### config.mk
export PLATFORM = sky130hd
export DESIGN_NAME = mbox_host
export DESIGN_NICKNAME = d
export VERILOG_FILES = /design/src/rtl/mbox_pkg.sv /design/src/rtl/port_cycle_if.sv /design/src/rtl/port_cycle.sv /design/src/rtl/mbox_host.sv
export VERILOG_INCLUDE_DIRS = /design/src /design/src/rtl
export SDC_FILE = /design/constraint.sdc
export NUM_CORES = 1
export LEC_CHECK = 0
export ABC_AREA = 1
export BUFFER_PORTS_ARGS = -buffer_cell sky130_fd_sc_hd__buf_2
export CAP_MARGIN = 25
export CORE_ASPECT_RATIO = 1.25
export CORE_MARGIN = 2
export CORE_UTILIZATION = 54
export CTS_CLUSTER_DIAMETER = 50
export CTS_CLUSTER_SIZE = 40
export DETAILED_ROUTE_END_ITERATION = 6
export PLACE_DENSITY = 0.79
export SYNTH_ARGS = -nofsm -noshare
export SYNTH_HDL_FRONTEND = slang
export SYNTH_SLANG_ARGS = --single-unit
### constraint.sdc
create_clock -name ref_clk -period 5.06 [get_ports ref_clk]
set_input_delay 0.506 -clock ref_clk [delete_from_list [all_inputs] [get_ports ref_clk]]
set_output_delay 0.506 -clock ref_clk [all_outputs]
set_load 0.05 [all_outputs]
### src/rtl/mbox_cfg.svh
`ifndef MBOX_CFG_SVH
`define MBOX_CFG_SVH

// ----------------------------------------------------------------------------
// clock and pin timing (ns, then whole cycles rounded up)
// ----------------------------------------------------------------------------
`define CLK_NS 10
`define T_SETTLE_NS 20
`define T_ACCESS_NS 20
`define T_WPULSE_NS 20
`define T_WHOLD_NS 15
`define T_RECOVER_NS 10
`define SETTLE_CYC ((`T_SETTLE_NS + `CLK_NS - 1) / `CLK_NS)
`define ACCESS_CYC ((`T_ACCESS_NS + `CLK_NS - 1) / `CLK_NS)
`define WPULSE_CYC ((`T_WPULSE_NS + `CLK_NS - 1) / `CLK_NS)
`define WHOLD_CYC ((`T_WHOLD_NS + `CLK_NS - 1) / `CLK_NS)
`define RECOVER_CYC ((`T_RECOVER_NS + `CLK_NS - 1) / `CLK_NS)
`define CNT_W 4

// ----------------------------------------------------------------------------
// memory map of the device port
// ----------------------------------------------------------------------------
`define ADDR_W 16
`define DATA_W 18
`define MBOX_LEFT_ADDR 16'hFFFE
`define MBOX_RIGHT_ADDR 16'hFFFF
`define SEM_IDX_W 3
`define SEM_REQUEST_BIT 1'h0
`define SEM_RELEASE_BIT 1'h1
`define SEM_FLAG_BIT 0

`endif

### src/rtl/mbox_pkg.sv
package mbox_pkg;

   // one pin-level cycle on the device port
   typedef enum logic {
      CYC_READ,
      CYC_WRITE
   } cyc_op_e;

   // user commands
   typedef enum logic [2:0] {
      OP_MEM_RD,
      OP_MEM_WR,
      OP_SEM_TAKE,
      OP_SEM_GIVE,
      OP_SEM_PEEK,
      OP_POST_MAIL,
      OP_FETCH_MAIL
   } cmd_op_e;

endpackage

### src/rtl/port_cycle_if.sv
`timescale 1ns/10ps
interface port_cycle_if #(
   parameter int AW = 16,
   parameter int DW = 18
);
   logic req;
   mbox_pkg::cyc_op_e op;
   logic token_select;
   logic [AW-1:0] addr;
   logic [DW-1:0] wdata;
   logic done;
   logic [DW-1:0] rdata;
   logic stalled;

   modport ctl (output req, output op, output token_select, output addr, output wdata,
                input done, input rdata, input stalled);
   modport eng (input req, input op, input token_select, input addr, input wdata,
                output done, output rdata, output stalled);
endinterface

### src/rtl/port_cycle.sv
`timescale 1ns/10ps
`include "mbox_cfg.svh"
module port_cycle #(
   parameter int AW = `ADDR_W,
   parameter int DW = `DATA_W
) (
   // clock and synchronised reset
   input wire logic ref_clk,
   input wire logic rst_sync_n,
   // mode
   input wire logic slave_mode,
   // cycle requests
   port_cycle_if.eng cyc,
   // device port pins
   output logic ce_n,
   output logic token_select_n,
   output logic rw_n,
   output logic oe_n,
   output logic [AW-1:0] addr,
   output logic [DW-1:0] data_o,
   output logic data_oe,
   input wire logic [DW-1:0] data_i,
   input wire logic conflict_flag_n_i
);

   typedef enum logic [2:0] {ST_IDLE, ST_SETUP, ST_STALL, ST_STROBE, ST_HOLD} cyc_state_e;

   cyc_state_e state_q;
   logic [`CNT_W-1:0] cnt_q;
   logic is_write_q;
   logic sem_q;
   logic cnt_zero;
   logic flag_clear;

   assign cnt_zero = (cnt_q == '0);
   // a flag only matters on array accesses while the device arbitrates
   assign flag_clear = slave_mode | sem_q | conflict_flag_n_i;

   // ---------------------------------------------------------------------------
   // cycle sequencer: select, settle, check flag, strobe, recover
   // ---------------------------------------------------------------------------
   always_ff @(posedge ref_clk or negedge rst_sync_n) begin
      if (!rst_sync_n) begin
         state_q <= ST_IDLE;
         cnt_q <= '0;
         is_write_q <= 1'b0;
         sem_q <= 1'b0;
         ce_n <= 1'b1;
         token_select_n <= 1'b1;
         rw_n <= 1'b1;
         oe_n <= 1'b1;
         addr <= '0;
         data_o <= '0;
         data_oe <= 1'b0;
         cyc.done <= 1'b0;
         cyc.rdata <= '0;
         cyc.stalled <= 1'b0;
      end else begin
         cyc.done <= 1'b0;
         unique case (state_q)
            ST_IDLE: begin
               if (cyc.req) begin
                  is_write_q <= (cyc.op == mbox_pkg::CYC_WRITE);
                  sem_q <= cyc.token_select;
                  ce_n <= cyc.token_select;
                  token_select_n <= ~cyc.token_select;
                  oe_n <= (cyc.op == mbox_pkg::CYC_WRITE);
                  addr <= cyc.addr;
                  data_o <= cyc.wdata;
                  cyc.stalled <= 1'b0;
                  cnt_q <= `CNT_W'(`SETTLE_CYC);
                  state_q <= ST_SETUP;
               end
            end
            ST_SETUP: begin
               if (!cnt_zero) begin
                  cnt_q <= cnt_q - `CNT_W'(1);
               end else if (!flag_clear) begin
                  // strobe withheld while the far port owns the word
                  cyc.stalled <= 1'b1;
                  state_q <= ST_STALL;
               end else if (is_write_q) begin
                  rw_n <= 1'b0;
                  data_oe <= 1'b1;
                  cnt_q <= `CNT_W'(`WPULSE_CYC - 1);
                  state_q <= ST_STROBE;
               end else begin
                  cyc.rdata <= data_i;
                  ce_n <= 1'b1;
                  token_select_n <= 1'b1;
                  oe_n <= 1'b1;
                  cnt_q <= `CNT_W'(`RECOVER_CYC);
                  state_q <= ST_HOLD;
               end
            end
            ST_STALL: begin
               // the device lets go of the flag once the match ends; resettle
               if (flag_clear) begin
                  cnt_q <= `CNT_W'(`WHOLD_CYC);
                  state_q <= ST_SETUP;
               end
            end
            ST_STROBE: begin
               if (!cnt_zero) begin
                  cnt_q <= cnt_q - `CNT_W'(1);
               end else begin
                  rw_n <= 1'b1;
                  cnt_q <= `CNT_W'(`RECOVER_CYC);
                  state_q <= ST_HOLD;
               end
            end
            ST_HOLD: begin
               ce_n <= 1'b1;
               token_select_n <= 1'b1;
               oe_n <= 1'b1;
               data_oe <= 1'b0;
               if (!cnt_zero) begin
                  cnt_q <= cnt_q - `CNT_W'(1);
               end else begin
                  cyc.done <= 1'b1;
                  state_q <= ST_IDLE;
               end
            end
         endcase
      end
   end

endmodule

### src/rtl/mbox_host.sv
`timescale 1ns/10ps
`include "mbox_cfg.svh"
module mbox_host #(
   parameter bit RIGHT_SIDE = 1'b0,
   parameter int AW = `ADDR_W,
   parameter int DW = `DATA_W
) (
   // clock and reset
   input wire logic ref_clk,
   input wire logic rst_n,
   // configuration
   input wire logic slave_mode,
   input wire logic write_block,
   // command port
   input wire logic cmd_valid,
   input wire mbox_pkg::cmd_op_e cmd_op,
   input wire logic [AW-1:0] cmd_addr,
   input wire logic [DW-1:0] cmd_wdata,
   output logic cmd_ready,
   // response port
   output logic rsp_valid,
   output logic [DW-1:0] rsp_data,
   output logic rsp_granted,
   output logic rsp_conflict,
   // status
   output logic mail_pending,
   output logic init_done,
   // device port pins
   output logic ce_n,
   output logic token_select_n,
   output logic rw_n,
   output logic oe_n,
   output logic [AW-1:0] addr,
   output logic [DW-1:0] data_o,
   output logic data_oe,
   input wire logic [DW-1:0] data_i,
   input wire logic mailbox_irq_n,
   input wire logic conflict_flag_n_i,
   output logic conflict_flag_n_o,
   output logic conflict_flag_oe
);

   // ---------------------------------------------------------------------------
   // elaboration checks
   // ---------------------------------------------------------------------------
   if (AW != `ADDR_W || DW < 1) begin : g_bad_width
      $error("mbox_host: address width must match the mailbox map");
   end

   typedef enum logic [1:0] {M_BOOT, M_IDLE, M_RUN, M_RESP} main_state_e;

   // ---------------------------------------------------------------------------
   // reset release through two flops
   // ---------------------------------------------------------------------------
   logic rst_meta_q;
   logic rst_sync_n;

   always_ff @(posedge ref_clk or negedge rst_n) begin
      if (!rst_n) begin
         rst_meta_q <= 1'b0;
         rst_sync_n <= 1'b0;
      end else begin
         rst_meta_q <= 1'b1;
         rst_sync_n <= rst_meta_q;
      end
   end

   // ---------------------------------------------------------------------------
   // command state
   // ---------------------------------------------------------------------------
   main_state_e state_q;
   mbox_pkg::cmd_op_e op_q;
   logic [AW-1:0] caddr_q;
   logic [DW-1:0] cwdata_q;
   logic phase_q;
   logic req_q;
   logic accept;

   port_cycle_if #(.AW(AW), .DW(DW)) cyc ();

   // ---------------------------------------------------------------------------
   // cycle decode from the latched command
   // ---------------------------------------------------------------------------
   wire [AW-1:0] own_mbox = RIGHT_SIDE ? `MBOX_RIGHT_ADDR : `MBOX_LEFT_ADDR;
   wire [AW-1:0] peer_mbox = RIGHT_SIDE ? `MBOX_LEFT_ADDR : `MBOX_RIGHT_ADDR;
   wire [AW-1:0] sem_addr = {{(AW-`SEM_IDX_W){1'b0}}, caddr_q[`SEM_IDX_W-1:0]};
   wire is_sem = (op_q == mbox_pkg::OP_SEM_TAKE) || (op_q == mbox_pkg::OP_SEM_GIVE) ||
                 (op_q == mbox_pkg::OP_SEM_PEEK);
   // a take is write-then-read, never read-then-write, so no gap can be raced
   wire take_write = (op_q == mbox_pkg::OP_SEM_TAKE) && !phase_q;
   wire is_write = (op_q == mbox_pkg::OP_MEM_WR) || (op_q == mbox_pkg::OP_SEM_GIVE) ||
                   (op_q == mbox_pkg::OP_POST_MAIL) || take_write;
   wire sem_bit = (op_q == mbox_pkg::OP_SEM_GIVE) ? `SEM_RELEASE_BIT : `SEM_REQUEST_BIT;
   wire [DW-1:0] sem_word = {{(DW-1){1'b0}}, sem_bit};
   wire [AW-1:0] run_addr = is_sem ? sem_addr :
                            (op_q == mbox_pkg::OP_POST_MAIL) ? peer_mbox :
                            (op_q == mbox_pkg::OP_FETCH_MAIL) ? own_mbox :
                            caddr_q;
   wire need_second = take_write;
   wire boot_done = cyc.done && (state_q == M_BOOT);

   assign cyc.req = req_q;
   assign cyc.op = is_write ? mbox_pkg::CYC_WRITE : mbox_pkg::CYC_READ;
   assign cyc.token_select = is_sem;
   assign cyc.addr = run_addr;
   // the message itself is plain storage; posting carries user data
   assign cyc.wdata = is_sem ? sem_word : cwdata_q;
   assign accept = cmd_valid && cmd_ready;

   // ---------------------------------------------------------------------------
   // command sequencer; boot reads own mailbox so a stale irq is cleared
   // ---------------------------------------------------------------------------
   always_ff @(posedge ref_clk or negedge rst_sync_n) begin
      if (!rst_sync_n) begin
         state_q <= M_BOOT;
         op_q <= mbox_pkg::OP_FETCH_MAIL;
         caddr_q <= '0;
         cwdata_q <= '0;
         phase_q <= 1'b0;
         req_q <= 1'b1;
      end else begin
         req_q <= 1'b0;
         unique case (state_q)
            M_BOOT: begin
               if (boot_done) begin
                  state_q <= M_IDLE;
               end
            end
            M_IDLE: begin
               if (accept) begin
                  op_q <= cmd_op;
                  caddr_q <= cmd_addr;
                  cwdata_q <= cmd_wdata;
                  phase_q <= 1'b0;
                  req_q <= 1'b1;
                  state_q <= M_RUN;
               end
            end
            M_RUN: begin
               if (cyc.done && need_second) begin
                  // read back through a fresh select so the latch reloads
                  phase_q <= 1'b1;
                  req_q <= 1'b1;
               end else if (cyc.done) begin
                  state_q <= M_RESP;
               end
            end
            M_RESP: begin
               state_q <= M_IDLE;
            end
         endcase
      end
   end

   // ---------------------------------------------------------------------------
   // user-side outputs, all registered
   // ---------------------------------------------------------------------------
   always_ff @(posedge ref_clk or negedge rst_sync_n) begin
      if (!rst_sync_n) begin
         cmd_ready <= 1'b0;
         rsp_valid <= 1'b0;
         rsp_data <= '0;
         rsp_granted <= 1'b0;
         rsp_conflict <= 1'b0;
         init_done <= 1'b0;
      end else begin
         cmd_ready <= (state_q == M_IDLE && !accept) || (state_q == M_RESP) || boot_done;
         rsp_valid <= (state_q == M_RUN) && cyc.done && !need_second;
         if ((state_q == M_RUN) && cyc.done && !need_second) begin
            rsp_data <= cyc.rdata;
            // a token is held when this side reads it back as zero
            rsp_granted <= is_sem && !cyc.rdata[`SEM_FLAG_BIT];
            rsp_conflict <= cyc.stalled;
         end
         if (boot_done) begin
            init_done <= 1'b1;
         end
      end
   end

   // ---------------------------------------------------------------------------
   // mailbox flag and conflict pin drive for a slave-mode device
   // ---------------------------------------------------------------------------
   always_ff @(posedge ref_clk or negedge rst_sync_n) begin
      if (!rst_sync_n) begin
         mail_pending <= 1'b0;
         conflict_flag_n_o <= 1'b1;
         conflict_flag_oe <= 1'b0;
      end else begin
         mail_pending <= init_done && !mailbox_irq_n;
         conflict_flag_n_o <= !write_block;
         conflict_flag_oe <= slave_mode;
      end
   end

   // ---------------------------------------------------------------------------
   // pin cycle engine
   // ---------------------------------------------------------------------------
   port_cycle #(.AW(AW), .DW(DW)) u_cycle (
      .ref_clk(ref_clk),
      .rst_sync_n(rst_sync_n),
      .slave_mode(slave_mode),
      .cyc(cyc),
      .ce_n(ce_n),
      .token_select_n(token_select_n),
      .rw_n(rw_n),
      .oe_n(oe_n),
      .addr(addr),
      .data_o(data_o),
      .data_oe(data_oe),
      .data_i(data_i),
      .conflict_flag_n_i(conflict_flag_n_i)
   );

endmodule

# Yosys cells after proc, flatten, opt, wreduce, memory -nomap -nowiden
# Index checks and enable logic that the tools add are counted.
totals:
  regBits: 137
  in_bits: 62
  output_inout_bits: 65
classes:
  add_sub_neg: 1
  n_eq_ne: 29
  n_mux: 56
  n_bitwise: 4
  n_reduce_logical: 41
ops:
  columns: ["operator", "count"]
  rows:
  - ["two-way mux 16 bit", 3]
  - ["two-way mux 1 bit", 24]
  - ["two-way mux 4 bit", 6]
  - ["two-way mux 3 bit", 7]
  - ["one-hot mux 4 bit (5 select lines)", 1]
  - ["AND reduction 4 bit", 5]
  - ["two-way mux 18 bit", 1]
  - ["inequality test 2 bit (second input constant)", 8]
  - ["one-hot mux 3 bit (5 select lines)", 1]
  - ["AND reduction 5 bit", 3]
  - ["inequality test 2 x 1 -> 1 bit (second input constant)", 7]
  - ["equality test 3 x 2 -> 1 bit (second input constant)", 4]
  - ["equality test 3 bit (second input constant)", 4]
  - ["one-hot mux 1 bit (2 select lines)", 5]
  - ["logical AND 1 bit", 9]
  - ["one-hot mux 1 bit (3 select lines)", 3]
  - ["two-way mux 2 bit", 4]
  - ["one-hot mux 2 bit (4 select lines)", 1]
  - ["nonzero test 2 bit", 4]
  - ["logical OR 1 bit", 7]
  - ["equality test 3 x 1 -> 1 bit (second input constant)", 2]
  - ["zero test 1 bit", 6]
  - ["equality test 2 bit (second input constant)", 2]
  - ["zero test 4 bit", 1]
  - ["10 further kinds", 13]

# Longest topological paths before layout
# Gate-level depths: netlist (run 1).
depth:
  word_depth: 7
  depth_mapped: 10
  ltp_nobuf: 9

# Cells and area by module
# Synthesis (run 1) repeated with hierarchy kept, for this count alone.
hier_totals:
  hier_cells: 717
  area_unflattened_um2: 5985.7
modules_own_cells:
  columns: ["mod", "instances", "cells_per_inst", "area_per_inst_um2", "seq_area_each_um2"]
  rows:
  - ["mbox_host", 1, 368, 3067.9, 1731.7]
  - ["port_cycle", 1, 349, 2917.8, 1706.6]

# Worst setup path after synthesis (run 1)
# No wires, ideal clock.
synth_path:
  kind: "flip-flop to flip-flop"
  start: "reg cmd_ready"
  end: "reg caddr_q[7]"
  setup_ps: 128
  arrival_ps: 1424
  required_time_ps: 4932
  path_slack_ps: 3508
  path_stages_with_launch: 4
  path_buffers: 1
  period_less_slack_ps: 1552
  cell_sequence: "dfrtp_1 nand3_2 buf_2 mux2_1"
synth_via:
  elab_chain_len: 2
synth_rtl:
  columns: ["element", "line", "rtl"]
  rows:
  - ["from (decl)", "mbox_host.sv:19", "output logic cmd_ready,"]
  - ["from (signal assigned)", "mbox_host.sv:167", "cmd_ready <= (state_q == M_IDLE && !accept) || (state_q == M_RESP) || boot_done;"]
  - ["logical AND 1 bit", "mbox_host.sv:108", "assign accept = cmd_valid && cmd_ready;"]
  - ["AND reduction 2 bit (no source line)", null, null]
  - ["to (signal assigned)", "mbox_host.sv:132", "caddr_q <= cmd_addr;"]
  - ["to (decl)", "mbox_host.sv:73", "logic [AW-1:0] caddr_q;"]
# Every way passes these cells.
# A chain may end at the register's enable or synchronous reset.

# Final worst setup path (run 1)
layout_path:
  start: "reg u_cycle.cnt_q[0]"
  end: "reg u_cycle.cyc.rdata[1]"
layout_via:
  elab_chain_len: 2
layout_rtl:
  columns: ["element", "line", "rtl"]
  rows:
  - ["from (decl)", "port_cycle.sv:29", "logic [`CNT_W-1:0] cnt_q;"]
  - ["from (signal assigned)", "port_cycle.sv:71", "cnt_q <= `CNT_W'(`SETTLE_CYC);"]
  - ["from (signal assigned)", "port_cycle.sv:77", "cnt_q <= cnt_q - `CNT_W'(1);"]
  - ["from (signal assigned)", "port_cycle.sv:85", "cnt_q <= `CNT_W'(`WPULSE_CYC - 1);"]
  - ["zero test 4 bit", "port_cycle.sv:35", "assign cnt_zero = (cnt_q == '0);"]
  - ["AND reduction 4 bit (no source line)", null, null]
  - ["to (signal assigned)", "port_cycle.sv:88", "cyc.rdata <= data_i;"]
  - ["to (decl)", "port_cycle_if.sv:18", "output done, output rdata, output stalled);"]
# Every way passes these cells.

==> metrics.md, run 1 <==
| Metric | Value |
|---|---|
| Post-CTS sizing | `0` |
| Routed Antenna Nets | `0` |
| Die height | `119 um` |
| Max-capacitance violation count | `0` |
| Worst vdd ir | `0.000403 V` |
| Initial antenna violation count | `0` |
| Proportion of layout cells with a drive suffix above 1 | `29.6%` |
| Synth Area per Inst | `9.62 um2` |
| FILL cells | `849` |
| Top Ports | `127` |
| Count of different cell masters after synthesis | `35` |
| Largest net degree at the start of global routing | `82` |
| DRC viols | `0` |
| Drt first pass iters | `5` |
| Yosys top cell by area | `dfrtp_1` |
| Slew of the pin with the lowest slew margin | `0.670 ns` |
| Syn nets | `665` |
| Minimum clock period | `2.07 ns` |
| Synth Area in Simple Gates | `22.4%` |
| Outcome | `finished, final reports clean` |
| Clock slew at reported path FFs | `0.06 ns` |
| CTS tree | `yes` |
| Crit path required time | `5.36 ns` |
| Congestion Overflow GR | `0` |
| Unrepaired setup endpoints after global routing | `false` |
| GRT Resource Usage Total | `23.2%` |
| Tcrit/Tclk final | `40.8%` |
| Reg2reg start | `u_cycle.cnt_q[0]` |
| 1st-iter DRT viols | `247` |
| Post-Synth XOR/XNOR Area | `0.153%` |
| CP arrival | `2.36 ns` |
| Post-synth top area share | `56.2%` |
| CP Class | `flip-flop to flip-flop` |
| Cell Pwr Density | `732 mW/mm2` |
| F_max | `484 MHz` |
| GP Congestion | `0.879` |
| EDFF count, synth | `0` |
| Post-synthesis adder-cell area fraction | `1.31%` |
| Die ar. | `0.0115 mm2` |
| Share of flip-flops with an asynchronous set or reset | `100%` |
| Slew Limit Fails | `0` |
| Cells after Synth | `597` |
| P&R area growth vs syn | `22.8%` |
| Cell Area, Synth | `0.00574 mm2` |
| Rows | `42` |
| Worst Path Max Fanout | `19` |
| Pleak | `3.92 nW` |
| Hold Path Class | `input pin to flip-flop` |
| Largest family of logic cells by synthesized area | `simple AND/OR/NAND/NOR gates` |
| Finished Layout Cells | `871` |
| CTS sink cnt | `137` |
| Final Setup Violations | `0` |
| Synth area leaders | `dfrtp_1, nand2_1, mux2_2` |
| H-tree depth | `4` |
| Setup TNS Final | `0 ns` |
| Crit path launch | `u_cycle.cnt_q[0]` |
| WL/cell | `14.3 um` |
| Post-placement cell count | `836` |
| Buffers added on ports | `126` |
| Sequential fraction of the synthesis area | `59.9%` |
| Layout Nets | `794` |
| Hold Startpoint | `write_block` |
| Compound-cell area share of the yosys netlist | `4.49%` |
| Yosys reg bits | `137` |
| Root Buffer | `clkbuf_16` |
| HPWL after DPL | `8400 um` |
| DRT Wirelength | `12400 um` |
| Clk_lat worst skew | `0.42 ns` |
| Mux cell area share after synthesis | `5.88%` |
| Clk_skew | `0.0160 ns` |
| Initial Util | `54.9%` |
| CTS Buffer Depth | `2` |
| DR vias | `4420` |
| CP Launch Type | `flip-flop` |
| Core box area | `0.0105 mm2` |
| Yosys warns | `0` |
| Top FF cell, synth | `dfrtp_1` |
| DIE WIDTH | `96.2 um` |
| Hold Vio Cnt, Final | `0` |
| Slew Limit Headroom | `55.3%` |
| First-pass GRT wire length | `20500 um` |
| Vias in the first global route | `4434` |
| TritonCTS buffer count | `17` |
| Crit end category | `flip-flop` |
| DR vias/cell | `5.07` |
| Antenna cells | `0` |
## cell usage after synthesis (2+ instances only)
cell	number
dfstp_2	8
nand2_1	227
buf_4	6
nand3_2	3
a21oi_1	13
buf_2	5
buf_6	7
nand2_2	2
a2bb2oi_1	2
o21ai_1	16
mux2_2	24
mux2_1	6
nand3_1	34
nor2_2	4
inv_2	9
nor2_1	33
nor2_4	3
o21ai_0	13
dfrtp_1	129
nand2_4	2
ha_1	6
inv_1	32
## per-layer routing
metal	part of all wire, %	track usage, %	vias up
li1	-	-	2142
met1	41	28.0	2128
met2	52	38.5	130
met3	5.9	6.58	20
met4	1.9	9.64	0
met5	0	0	-
## metrics by stage
step                      util (%)  hold slack, ns  power (W)  area [um2]  worst slack, ns
after floorplan                  -           0.210    0.00342        5740            0.974
after global placement        61.0           0.291    0.00377        6380             2.85
after detailed placement      61.0           0.296    0.00387        6380             2.75
after CTS                     67.0           0.180    0.00519        7010             2.71
after global routing          67.4           0.189    0.00547        7050             2.82
final                         67.4           0.193    0.00516        7050             2.99
## power breakdown
group          switching (W)  leakage, nW  internal (W)  total [W]
Sequential          0.000268         1.72       0.00157    0.00184
Combinational        0.00147         1.91      0.000571    0.00204
Clock               0.000472        0.298      0.000809    0.00128
## cell type report
class                           count  area (um2)  share of cell area, %
Multi-Input combinational cell    397        1970                   28.0
Inverter                           43         165                   2.34
Sequential cell                   137        3440                   48.8
Tap cell                          132         165                   2.34
Timing Repair Buffer              130         688                   9.76
Clock inverter                     12         163                   2.31
Clock buffer                       20         457                   6.48
## flip-flops by register name, summed over array words and instances, names as in the netlist, 2 cells and up
| signal | flops |
|---|---|
| caddr_q | 16 |
| cwdata_q | 18 |
| op_q | 3 |
| rsp_data | 18 |
| state_q | 2 |
| u_cycle.addr | 16 |
| u_cycle.cnt_q | 4 |
| u_cycle.cyc.rdata | 18 |
| u_cycle.data_o | 18 |
| u_cycle.state_q | 3 |
## cells by family after synthesis
group | Yosys count
other cells | 1
simple gates | 311
compound gates | 48
flops | 137
mux | 30
fa+ha+maj | 6
buf+inv | 63
xor+xnor | 1
## path summary, 6_finish.rpt
check	endpoint	slack (ns)	cells after the start
worst max-delay path	u_cycle.cyc.rdata[1]	2.99	7
worst max register to register	u_cycle.cyc.rdata[1]	2.99	7
worst min-delay path	conflict_flag_n_o	0.19	2
worst min register to register	u_cycle.data_o[17]	0.31	0
max in group asynchronous	op_q[0]	3.68	1
min in group asynchronous	u_cycle.data_o[17]	0.31	0
## placed cells by master (no fill, tap or decap), drive strengths merged
cell type and instances:
nand2 231, dfrtp 129, clkinv 3, conb 1, buf 129, clkinvlp 2, dlygate4sd3 1, inv 47
xor2 1, mux2 30, nor3 1, dfstp 8, ha 6, a31oi 1, o21a 1, clkbuf 20
nor2 40, nand3b 1, nand3 37, a2bb2oi 2, a21oi 13, bufinv 3, nor4 1, o211ai 1
o21ai 30
## critical path, stage by stage, from the launching register on
cell and delay, ns:
dfrtp_1 0.39, inv_1 0.15, ha_1 0.22, nand3_2 0.26, nor2_4 0.49, nand2_4 0.25, nand2_1 0.12, nand2_1 0.06
## timing repair
action | in CTS | in global routing
hold buffers | 1 | 0
buffers inserted | 0 | 0
endpoints found under the hold margin | 2 | 0
Note: power is estimated with default switching activity, not from simulation.
==> run 2: changes to the inputs <==
==> constraint.sdc (replaced) <==
create_clock -name ref_clk -period 2 [get_ports ref_clk]
set_input_delay 0.2 -clock ref_clk [delete_from_list [all_inputs] [get_ports ref_clk]]
set_output_delay 0.2 -clock ref_clk [all_outputs]
set_load 0.05 [all_outputs]
==> run 2 against run 1 <==
Global-route usage rose by 1.0 points; register-to-register slack got worse by 2.7 ns; critical path depth did not move; flip-flop and latch count did not move; non-clock buffer count rose by 16; via count rose by 1.2%; final cell count rose by 1.8%; hold slack got worse by 0.18 ns; combinational power rose to 2.6 times the previous value; clock skew fell by 0.0065 ns; routed wire length rose by 2.1%.
==> metrics.md, run 2 (same netlist as run 1, synthesis figures left out) <==
| Metric | Value |
|---|---|
| Reg2reg start | `u_cycle.cnt_q[0]` |
| Hold Startpoint | `cmd_wdata[6]` |
| Total power | `0.0133 W (+160%)` |
| Post-CTS sizing | `0 (unchanged)` |
| P&R area growth vs syn | `26.0%` |
| CTS Buffer Depth | `2 (unchanged)` |
| Pleak | `4.00 nW (+2.0%)` |
| TritonCTS buffer count | `17 (unchanged)` |
| Drt first pass iters | `4 (-1)` |
| Layout Nets | `810 (+2.0%)` |
| DR vias/cell | `5.04 (-0.60%)` |
| 1st-iter DRT viols | `271 (+9.7%)` |
| Clock slew at reported path FFs | `0.06 ns (about the same)` |
| Die height | `119 um (unchanged)` |
| HPWL after DPL | `8690 um (+3.5%)` |
| DR vias | `4474 (+1.2%)` |
| Minimum clock period | `1.68 ns (-0.389 ns)` |
| Unrepaired setup endpoints after global routing | `false` |
| Slew Limit Fails | `0 (unchanged)` |
| GR Layer Usage met1 | `29.0% (+0.95 points)` |
| Hold depth | `2 (unchanged)` |
| Clk_lat worst skew | `0.42 ns (about the same)` |
| Vias in the first global route | `4743 (+7.0%)` |
| DRC viols | `0 (unchanged)` |
| CTS tree | `yes` |
| Worst vdd ir | `0.00112 V (+180%)` |
| Die ar. | `0.0115 mm2 (unchanged)` |
| Hold Path Class | `input pin to flip-flop` |
| CP arrival | `2.03 ns (-0.33 ns)` |
| Met2 usage | `40.0% (+1.4 points)` |
| Congestion Overflow GR | `0 (unchanged)` |
| GP Congestion | `0.885 (+0.63%)` |
| DRT Wirelength | `12700 um (+2.1%)` |
| Final Setup Violations | `0 (unchanged)` |
| Rows | `42 (unchanged)` |
| Outcome | `finished, final reports clean` |
| DP Area | `0.00648 mm2 (+1.5%)` |
| Routed Antenna Nets | `0 (unchanged)` |
| Crit end category | `flip-flop` |
| Gr busiest metal | `met2` |
| Proportion of layout cells with a drive suffix above 1 | `29.8% (+0.17 points)` |
| FILL cells | `811 (-4.5%)` |
| WL/cell | `14.3 um (+0.27%)` |
| CP Class | `flip-flop to flip-flop` |
| Worst Hold Endpoint | `cwdata_q[6]` |
| Flop-to-flop setup slack | `0.32 ns (-2.67 ns)` |
| Hold Vio Cnt, Final | `0 (unchanged)` |
| Post-route cell area | `0.00724 mm2 (+2.6%)` |
| Most common cell after layout, fill and taps aside | `nand2_1` |
| First-pass GRT wire length | `21400 um (+4.5%)` |
| Reg-to-Reg End | `u_cycle.cyc.rdata[14]` |
| Max-capacitance violation count | `0 (unchanged)` |
| Setup TNS Final | `0 ns (unchanged)` |
| Clk_skew | `0.00948 ns (-0.00654 ns)` |
| CTS sink cnt | `137 (unchanged)` |
| Root Buffer | `clkbuf_16` |
| Antenna cells | `0 (unchanged)` |
| DIE WIDTH | `96.2 um (unchanged)` |
| Worst Path Max Fanout | `11 (-8)` |
| Cell Pwr Density | `1830 mW/mm2 (+150%)` |
| Post-CTS setup buffers | `0 (unchanged)` |
| # hold bufs at CTS | `11 (+10)` |
| Post-layout util | `69.2% (+1.8 points)` |
| Met3 usage | `6.89% (+0.32 points)` |
| CP Launch Type | `flip-flop` |
| Crit path required time | `2.36 ns (-3.00 ns)` |
| GRT Resource Usage Total | `24.3% (+1.0 points)` |
| Tcrit/Tclk final | `83.8% (+43 points)` |
| Buffers added on ports | `126 (unchanged)` |
| H-tree depth | `4 (unchanged)` |
| Leading cell types in the layout, fill and taps excluded | `nand2_1, dfrtp_1, buf_2, nand3_1, nor2_1` |
| FF-to-FF path depth | `7 (unchanged)` |
| Largest net degree at the start of global routing | `136 (+66%)` |
| Top Ports | `127 (unchanged)` |
| F_max | `597 MHz (+23%)` |
| Initial antenna violation count | `0 (unchanged)` |
| Slew of the pin with the lowest slew margin | `0.704 ns (+0.0341 ns)` |
| Core box area | `0.0105 mm2 (unchanged)` |
| Slew Limit Headroom | `53.1% (-2.3 points)` |
| Initial Util | `54.9% (unchanged)` |
==> run 2: how the worst max path moves through the flow <==
stage | cells after the start | startpoint | slack [ns] | to
after global routing | 7 | u_cycle.cnt_q[0] | 0.17 | u_cycle.cyc.rdata[14]
after floorplan | 3 | cmd_ready | 0.45 | caddr_q[7]
after detailed placement | 7 | u_cycle.cnt_q[0] | 0.35 | u_cycle.cyc.rdata[4]
after global placement | 7 | u_cycle.cnt_q[0] | 0.48 | u_cycle.cyc.rdata[1]
final | 7 | u_cycle.cnt_q[0] | 0.32 | u_cycle.cyc.rdata[14]
after CTS | 7 | u_cycle.cnt_q[0] | 0.33 | u_cycle.cyc.rdata[14]
==> run 2: area by class of cell <==
class                           instances  area, um2  share of cell area [%]
Tap cell                              132        165                    2.28
Multi-Input combinational cell        397       1970                    27.3
Timing Repair Buffer                  146        846                    11.7
Sequential cell                       137       3440                    47.6
Inverter                               43        165                    2.28
Clock buffer                           20        457                    6.31
Clock inverter                         12        189                    2.61
==> run 2: per-stage QoR <==
step	setup WS, ns	instances	hold WS [ns]
final	0.324	887	0.0150
after global routing	0.165	887	0.000852
after detailed placement	0.352	844	-0.0111
after global placement	0.479	844	-0.0153
after floorplan	0.448	597	-0.0956
after CTS	0.325	887	0.00371
==> run 2: routing by layer <==
metal	up-vias	share of wire, %
met4	0	2.5
met1	2119	41
li1	2181	-
met5	-	0
met2	146	50
met3	28	6.2
==> run 2: critical path: stages, from the launching register on <==
cell	delay, ns
dfrtp_1	0.41
inv_1	0.16
ha_1	0.21
nand3_2	0.16
nor2_4	0.28
buf_4	0.23
nand3_1	0.10
nand2_1	0.08
==> run 2: power by group <==
part	internal [W]	leakage, nW	total, W	switching, W
Clock	0.00217	0.305	0.00337	0.00120
Sequential	0.00397	1.72	0.00464	0.000674
Combinational	0.00152	1.98	0.00526	0.00374
Total	0.00765	4.00	0.0133	0.00561
